<file path="config.mk">
export PLATFORM = sky130hd
export DESIGN_NAME = ild_top
export DESIGN_NICKNAME = d
export VERILOG_FILES = /design/src/hdl/ild_pkg.sv /design/src/hdl/ild_exec_if.sv /design/src/hdl/ild_exec.sv /design/src/hdl/ild_top.sv
export VERILOG_INCLUDE_DIRS = /design/src /design/src/hdl
export SDC_FILE = /design/constraint.sdc
export NUM_CORES = 1
export LEC_CHECK = 0
export ABC_AREA = 1
export BUFFER_PORTS_ARGS = -buffer_cell sky130_fd_sc_hd__clkbuf_2
export CORE_AREA = 2 2 71 79
export DETAILED_ROUTE_END_ITERATION = 7
export DIE_AREA = 0 0 73 81
export HOLD_SLACK_MARGIN = 0.06
export PLACE_DENSITY = 0.73
export SLEW_MARGIN = 15
export SYNTH_ARGS = -nofsm -noshare
export SYNTH_HDL_FRONTEND = slang
export SYNTH_HIERARCHICAL = 1
export SYNTH_SLANG_ARGS = --single-unit
</file>
<file path="constraint.sdc">
create_clock -name mclk -period 3.2 [get_ports mclk]
set_input_delay 0.16 -clock mclk [delete_from_list [all_inputs] [get_ports mclk]]
set_output_delay 0.16 -clock mclk [all_outputs]
set_load 0.03 [all_outputs]
</file>
<file path="src/hdl/ild_params.svh">
// Purpose: Constants of the increment and literal instruction decoder
// Assumes: 14-bit instruction words, 8-bit data
// Notes:   Included by bare name
`ifndef ILD_PARAMS_SVH
`define ILD_PARAMS_SVH

// ----------------------------------------------------------------------------
// Opcode patterns
// ----------------------------------------------------------------------------
`define ILD_FILE_OP_MASK   14'h3f00
`define ILD_INC_PAT        14'h0a00
`define ILD_INC_SKIP_PAT   14'h0f00
`define ILD_OR_LIT_MASK    14'h3f00
`define ILD_OR_LIT_PAT     14'h3800
`define ILD_LOAD_LIT_MASK  14'h3c00
`define ILD_LOAD_LIT_PAT   14'h3000

// ----------------------------------------------------------------------------
// Field positions
// ----------------------------------------------------------------------------
`define ILD_DEST_BIT       7
`define ILD_ADDR_MSB       6
`define ILD_ADDR_LSB       0
`define ILD_LIT_MSB        7
`define ILD_LIT_LSB        0

// ----------------------------------------------------------------------------
// Reset values
// ----------------------------------------------------------------------------
`define ILD_ACC_RST        8'h00
`define ILD_ZERO_RST       1'b0

`endif

</file>
<file path="src/hdl/ild_pkg.sv">
// Purpose: Types of the increment and literal instruction decoder
// Assumes: Nothing beyond the constants header
// Notes:   Types only
package ild_pkg;

	// ------------------------------------------------------------------------
	// Decoded operations
	// ------------------------------------------------------------------------
	typedef enum logic [2:0] {
		ILD_OP_NONE,
		ILD_OP_INCREMENT_FILE_REG,
		ILD_OP_INCREMENT_SKIP_ON_ZERO,
		ILD_OP_OR_LITERAL_INTO_ACCUMULATOR,
		ILD_OP_LOAD_LITERAL_ACCUMULATOR
	} ild_op_t;

	// ------------------------------------------------------------------------
	// Whole state of the top module
	// ------------------------------------------------------------------------
	typedef struct packed {
		logic [7:0] acc;
		logic       zero;
		logic       skip;
		logic       file_we;
		logic [6:0] file_addr;
		logic [7:0] file_wdata;
		logic       done;
		logic       discard;
		logic       foreign;
	} ild_state_t;

endpackage

</file>
<file path="src/hdl/ild_exec_if.sv">
// Purpose: Carrier between the decoder core and the execute unit
// Assumes: One clock, combinational path through the execute unit
// Notes:   Modport exec for the unit, core for the top module
`timescale 1ns/100ps
interface ild_exec_if;
	logic [13:0]      instr;
	logic [7:0]       acc;
	logic [7:0]       fdata;
	ild_pkg::ild_op_t op;
	logic [7:0]       result;
	logic             zero;
	logic             dest_file;

	modport exec (input instr, acc, fdata, output op, result, zero, dest_file);
	modport core (output instr, acc, fdata, input op, result, zero, dest_file);
endinterface

</file>
<file path="src/hdl/ild_exec.sv">
// Purpose: Opcode decode and result arithmetic
// Assumes: Operands stable for the whole cycle
// Notes:   Purely combinational, no state
`timescale 1ns/100ps
`include "ild_params.svh"
module ild_exec (
	ild_exec_if.exec bus
);

	// ------------------------------------------------------------------------
	// Helpers
	// ------------------------------------------------------------------------
	function automatic logic all_zero(input logic [7:0] v);
		return (v == 8'h00);
	endfunction

	function automatic logic match(input logic [13:0] i, input logic [13:0] m, input logic [13:0] p);
		return ((i & m) == p);
	endfunction

	// ------------------------------------------------------------------------
	// Decode and compute
	// ------------------------------------------------------------------------
	always_comb begin
		logic [7:0] lit;
		lit           = bus.instr[`ILD_LIT_MSB:`ILD_LIT_LSB];
		bus.op        = ild_pkg::ILD_OP_NONE;
		bus.result    = 8'h00;
		bus.dest_file = bus.instr[`ILD_DEST_BIT];
		if (match(bus.instr, `ILD_FILE_OP_MASK, `ILD_INC_PAT)) begin
			bus.op     = ild_pkg::ILD_OP_INCREMENT_FILE_REG;
			bus.result = bus.fdata + 8'h01;
		end else if (match(bus.instr, `ILD_FILE_OP_MASK, `ILD_INC_SKIP_PAT)) begin
			bus.op     = ild_pkg::ILD_OP_INCREMENT_SKIP_ON_ZERO;
			bus.result = bus.fdata + 8'h01;
		end else if (match(bus.instr, `ILD_OR_LIT_MASK, `ILD_OR_LIT_PAT)) begin
			bus.op     = ild_pkg::ILD_OP_OR_LITERAL_INTO_ACCUMULATOR;
			bus.result = bus.acc | lit;
		end else if (match(bus.instr, `ILD_LOAD_LIT_MASK, `ILD_LOAD_LIT_PAT)) begin
			bus.op     = ild_pkg::ILD_OP_LOAD_LITERAL_ACCUMULATOR;
			bus.result = lit;
		end
		bus.zero = all_zero(bus.result);
	end

endmodule // ild_exec

</file>
<file path="src/hdl/ild_top.sv">
// Purpose: Decode and execute four single-word instructions of an 8-bit core
// Assumes: Operand of the addressed file register arrives with the instruction
// Notes:   Owns the accumulator and the zero flag; file writes go out registered
`timescale 1ns/100ps
`include "ild_params.svh"
module ild_top #(
	parameter int DATA_W  = 8,
	parameter int ADDR_W  = 7,
	parameter int INSTR_W = 14
) (
	input  wire logic               mclk,
	input  wire logic               rst_n,
	input  wire logic               instr_valid,
	input  wire logic [INSTR_W-1:0] instr,
	input  wire logic [DATA_W-1:0]  file_rdata,
	output logic      [DATA_W-1:0]  acc,
	output logic                    zero_flag,
	output logic                    file_we,
	output logic      [ADDR_W-1:0]  file_addr,
	output logic      [DATA_W-1:0]  file_wdata,
	output logic                    done,
	output logic                    discard,
	output logic                    foreign
);

	// ------------------------------------------------------------------------
	// Elaboration checks
	// ------------------------------------------------------------------------
	// Port widths and header fields must agree
	if (DATA_W != 8) begin : g_bad_data_w
		$error("ild_top serves only 8-bit data");
	end
	if (ADDR_W != 7) begin : g_bad_addr_w
		$error("ild_top serves only 7-bit file addresses");
	end
	if (INSTR_W != 14) begin : g_bad_instr_w
		$error("ild_top serves only 14-bit instruction words");
	end
	if (`ILD_ADDR_MSB - `ILD_ADDR_LSB + 1 != ADDR_W) begin : g_bad_addr_field
		$error("address field width differs from ADDR_W");
	end
	if (`ILD_LIT_MSB - `ILD_LIT_LSB + 1 != DATA_W) begin : g_bad_lit_field
		$error("literal field width differs from DATA_W");
	end
	if (`ILD_DEST_BIT <= `ILD_ADDR_MSB || `ILD_DEST_BIT >= INSTR_W) begin : g_bad_dest_bit
		$error("destination bit lies outside its slot");
	end
	// Each opcode pattern must lie inside its own mask
	if ((`ILD_INC_PAT & `ILD_FILE_OP_MASK) != `ILD_INC_PAT) begin : g_bad_inc_pat
		$error("increment pattern outside its mask");
	end
	if ((`ILD_INC_SKIP_PAT & `ILD_FILE_OP_MASK) != `ILD_INC_SKIP_PAT) begin : g_bad_skip_pat
		$error("increment-and-skip pattern outside its mask");
	end
	if ((`ILD_OR_LIT_PAT & `ILD_OR_LIT_MASK) != `ILD_OR_LIT_PAT) begin : g_bad_or_pat
		$error("literal OR pattern outside its mask");
	end
	if ((`ILD_LOAD_LIT_PAT & `ILD_LOAD_LIT_MASK) != `ILD_LOAD_LIT_PAT) begin : g_bad_load_pat
		$error("literal load pattern outside its mask");
	end
	// Both increments share one mask, so their patterns must differ
	if (`ILD_INC_PAT == `ILD_INC_SKIP_PAT) begin : g_same_inc_pat
		$error("increment patterns collide");
	end

	// ------------------------------------------------------------------------
	// State
	// ------------------------------------------------------------------------
	ild_pkg::ild_state_t state_q;
	ild_pkg::ild_state_t state_d;

	ild_exec_if xbus ();

	// ------------------------------------------------------------------------
	// Helpers
	// ------------------------------------------------------------------------
	// Quiet copy: pulses low, everything else held
	function automatic ild_pkg::ild_state_t hold_state(input ild_pkg::ild_state_t s);
		ild_pkg::ild_state_t h;
		h         = s;
		h.file_we = 1'b0;
		h.done    = 1'b0;
		h.discard = 1'b0;
		h.foreign = 1'b0;
		return h;
	endfunction

	// State after a synchronous reset
	function automatic ild_pkg::ild_state_t reset_state();
		ild_pkg::ild_state_t r;
		r      = '0;
		r.acc  = `ILD_ACC_RST;
		r.zero = `ILD_ZERO_RST;
		return r;
	endfunction

	// Increment result to the accumulator or back into the file register
	function automatic ild_pkg::ild_state_t put_result(
		input ild_pkg::ild_state_t s,
		input logic                to_file,
		input logic [6:0]          addr,
		input logic [7:0]          result
	);
		ild_pkg::ild_state_t n;
		n = s;
		if (to_file) begin
			n.file_we    = 1'b1;
			n.file_addr  = addr;
			n.file_wdata = result;
		end else begin
			n.acc = result;
		end
		return n;
	endfunction

	// A registered write that the data path has not committed yet
	function automatic logic forward_hit(
		input logic       pend_we,
		input logic [6:0] pend_addr,
		input logic [6:0] addr
	);
		return pend_we && (pend_addr == addr);
	endfunction

	// ------------------------------------------------------------------------
	// Execute unit
	// ------------------------------------------------------------------------
	ild_exec u_exec (
		.bus (xbus.exec)
	);

	// ------------------------------------------------------------------------
	// Operand forwarding
	// ------------------------------------------------------------------------
	// The data path commits a registered file write one edge late, so a
	// back-to-back access to the same register would see the stale value.
	logic [6:0] cur_addr;
	logic       fwd_hit;

	always_comb begin
		cur_addr   = instr[`ILD_ADDR_MSB:`ILD_ADDR_LSB];
		fwd_hit    = forward_hit(state_q.file_we, state_q.file_addr, cur_addr);
		xbus.instr = instr;
		xbus.acc   = state_q.acc;
		xbus.fdata = fwd_hit ? state_q.file_wdata : file_rdata;
	end

	// ------------------------------------------------------------------------
	// Next state
	// ------------------------------------------------------------------------
	always_comb begin
		state_d = hold_state(state_q);
		if (!rst_n) begin
			state_d = reset_state();
		end else if (instr_valid && state_q.skip) begin
			// Prefetched word is dropped; this slot is a no-operation
			// A pending skip waits through idle cycles for the next valid word
			state_d.skip    = 1'b0;
			state_d.discard = 1'b1;
			state_d.done    = 1'b1;
		end else if (instr_valid) begin
			case (xbus.op)
				ild_pkg::ILD_OP_INCREMENT_FILE_REG: begin
					state_d      = put_result(state_d, xbus.dest_file, cur_addr, xbus.result);
					state_d.zero = xbus.zero;
					state_d.done = 1'b1;
				end
				ild_pkg::ILD_OP_INCREMENT_SKIP_ON_ZERO: begin
					// Zero flag is not touched here
					state_d      = put_result(state_d, xbus.dest_file, cur_addr, xbus.result);
					state_d.skip = xbus.zero;
					state_d.done = !xbus.zero;
				end
				ild_pkg::ILD_OP_OR_LITERAL_INTO_ACCUMULATOR: begin
					state_d.acc  = xbus.result;
					state_d.zero = xbus.zero;
					state_d.done = 1'b1;
				end
				ild_pkg::ILD_OP_LOAD_LITERAL_ACCUMULATOR: begin
					state_d.acc  = xbus.result;
					state_d.done = 1'b1;
				end
				default: begin
					// Left to the rest of the core
					state_d.foreign = 1'b1;
				end
			endcase
		end
	end

	// ------------------------------------------------------------------------
	// Register
	// ------------------------------------------------------------------------
	always_ff @(posedge mclk) begin
		state_q <= state_d;
	end

	// ------------------------------------------------------------------------
	// Outputs
	// ------------------------------------------------------------------------
	always_comb begin
		// Straight from the state flops, no logic after them
		acc        = state_q.acc;
		zero_flag  = state_q.zero;
		file_we    = state_q.file_we;
		file_addr  = state_q.file_addr;
		file_wdata = state_q.file_wdata;
		done       = state_q.done;
		discard    = state_q.discard;
		foreign    = state_q.foreign;
	end

endmodule // ild_top

</file>
==> impl_metrics.env <==
export IMPL_outcome="finished clean"
export IMPL_place_inst=462
export IMPL_final_common_cell="nand2_1"
export IMPL_dp_hpwl_mm=4.01
export IMPL_power_leakage_nw=1.47
export IMPL_cp_cell_sequence="inv_1 -> nand2_2 -> o21ai_2 -> nor3_4 -> nand2_4 -> nand2_1 -> nand2_1 -> ha_1 -> nand2_1 -> inv_1 -> nand3b_1 -> nand3_1 -> nand2_1 -> nand2_1 -> clkinv_1 -> nand2_1 -> nor2_1 -> inv_1 -> nand2_1 -> nand2_1 -> o21ai_0 -> inv_1"
export IMPL_avgRoutedWirePerCell_um=11.3
export IMPL_die_x_um=73
export IMPL_skew_ps=6.52
export IMPL_power_density_mw_per_mm2=332
export IMPL_fp_dieH_um=81
export IMPL_cts_hold_buf=0
export IMPL_cts_tree="yes"
export IMPL_yosys_warnings=6
export IMPL_final_cell_mix="114 x nand2_1, 61 x inv_1, 55 x nor2_1"
export IMPL_io_buffer_count=52
export IMPL_drv_slew=0
export IMPL_diodes=0
export IMPL_initial_core_util_pct=43.8
export IMPL_ys_seq_area_share_pct=25.4
export IMPL_avgSynthCellArea_um2=6.00
export IMPL_syn_inst=381
export IMPL_synth_net_count=407
export IMPL_htree_levels=2
export IMPL_cts_resized=0
export IMPL_antenna_found_initial=0
export IMPL_ys_types=30
export IMPL_synth_seq_cells=29
export IMPL_clockBufferDepth=2
export IMPL_fin_nets=435
export IMPL_ir_drop_v=0.000273
export IMPL_post_dp_cell_area_mm2=0.00240
export IMPL_fmax_mhz=377
export IMPL_dp_slack_ps=615
export IMPL_crit_top_cell="nand2_1"
export IMPL_rrSetupSlack_ps=550
export IMPL_clk_latency_ps=280
export IMPL_grt_max_degree=31
export IMPL_setup_viol=0
export IMPL_area_delta_synth_final_pct=8.42
export IMPL_hold_path_class="input port to register"
export IMPL_cts_clk_slew_worst_paths_ps=70
export IMPL_die_area_mm2=0.00591
export IMPL_drive_above_1_share_pct=22.9
export IMPL_first_global_vias=2056
export IMPL_tightest_slew_ps=570
export IMPL_worstSetupPathType="register to register"
export IMPL_hold_viol=0
export IMPL_cts_buffers_inserted=5
export IMPL_worst_slack_ps=549
export IMPL_cap_violations=0
export IMPL_dr_pass1_iters=4
export IMPL_start_kind="register"
export IMPL_arrival_ps=2830
export IMPL_dr_total_vias=2265
export IMPL_drtIter0Drc=108
export IMPL_slowest_stage="nor3_4"
export IMPL_final_util_pct=47.5
export IMPL_syn_cell_area_mm2=0.00229
export IMPL_final_antenna_net_count=0
export IMPL_wirelength_mm=5.29
export IMPL_place_congestion=0.852
export IMPL_grt_ovfl_total=0
export IMPL_clock_sinks=29
export IMPL_fin_cells=470
export IMPL_end_kind="register"
export IMPL_slew_limit_headroom_pct=61.9
export IMPL_boundaryPins=53
export IMPL_drc=0
export IMPL_grt_util_all_layers_pct=18.8
export IMPL_period_share_pct=82.8
export IMPL_grt_pass1_wl_mm=8.83
export IMPL_rsz0062_at_grt="no"
export IMPL_path_max_fanout=9
export IMPL_vias_per_cell=4.82
export IMPL_rows=28
export IMPL_core_area_mm2=0.00522
export IMPL_required_ps=3380
export IMPL_design_area_mm2=0.00248
export IMPL_totalNegativeSetupSlack_ps=0
export IMPL_p_total_mw=0.822
export IMPL_postCtsSetupBuffers=0
export IMPL_root_buffer="clkbuf_8"
export IMPL_cp_slowest_stage_delay_ps=390
export IMPL_layout_min_cycle_time_ps=2650
export IMPL_whs_ps=128
## flip-flops by register name (all words and copies together) (netlist names)
register,flops
state_q,1
acc,8
file_wdata,8
zero_flag,1
discard,1
foreign,1
file_addr,7
done,1
file_we,1
## cells in the mapped netlist
master	n	area [um^2]
nand2_1	114	428
inv_1	61	229
nor2_1	55	206
dfxtp_1	29	581
nand3_1	27	135
buf_4	24	180
nand4_1	10	62.6
nand3_2	7	70.1
nand2_2	6	37.5
inv_2	5	18.8
nand3b_1	4	30.0
buf_2	3	15.0
nand2_4	3	33.8
nor2_2	3	18.8
nor2_4	3	33.8
o21ai_0	3	15.0
o21ai_2	3	26.3
or2_1	3	18.8
or2_2	3	18.8
a21oi_1	2	10.0
buf_6	2	22.5
clkbuf_1	2	7.51
xnor2_1	2	17.5
clkinv_1	1	3.75
ha_1	1	12.5
nand3_4	1	17.5
nor3_4	1	16.3
o211ai_1	1	7.51
o21ai_1	1	5.00
xor2_1	1	8.76
## critical path, delay by kind of cell, from the launching register on
kind / cells / cell delay, ps
buffers and inverters: 5 / 300
adders and majority gates: 1 / 210
and+or+nand+nor: 14 / 1480
AOI/OAI and AO/OA: 2 / 210
DFF: 1 / 340
## path summary, 6_finish.rpt
path / startpoint / end / depth (start not counted)
min: instr_valid / discard / 3
min reg2reg: zero_flag / zero_flag / 2
max: file_addr[2] / done / 22
max reg2reg: file_addr[2] / done / 22
## where the power goes
group,leakage (nW),switching [mW],internal [mW],total [mW]
combinational,1.19,0.106,0.0507,0.156
clock,0.0450,0.140,0.150,0.290
sequential,0.235,0.00637,0.370,0.376
## metal layers
| layer | share of wire [%] | GRT usage, % |
|---|---|---|
| met3 | 4.3 | 3.85 |
| met4 | 2.4 | 7.04 |
| met5 | 0 | 0 |
| met1 | 44 | 21.9 |
| met2 | 49 | 33.6 |
## logic make-up (layout without fill, tap and decap cells)
group	after synthesis	in the layout	share of synthesized area (%)
and+or+nand+nor	240	240	49.3
adders and majority gates	1	1	0.547
DFF	29	29	25.4
AOI/OAI and AO/OA	10	10	2.79
xor gates and xnor gates	3	3	1.15
buffers and inverters	98	127	20.8
## cell type report
type	instances	area, um^2
clock buffers	6	72.6
flip-flops and latches	29	581
well taps	60	75.1
repair buffers	52	260
clock inverters	2	10.0
fillers	569	2740
inverters	67	251
multi-input cells	254	1230
(Power assumes the default switching activity.)
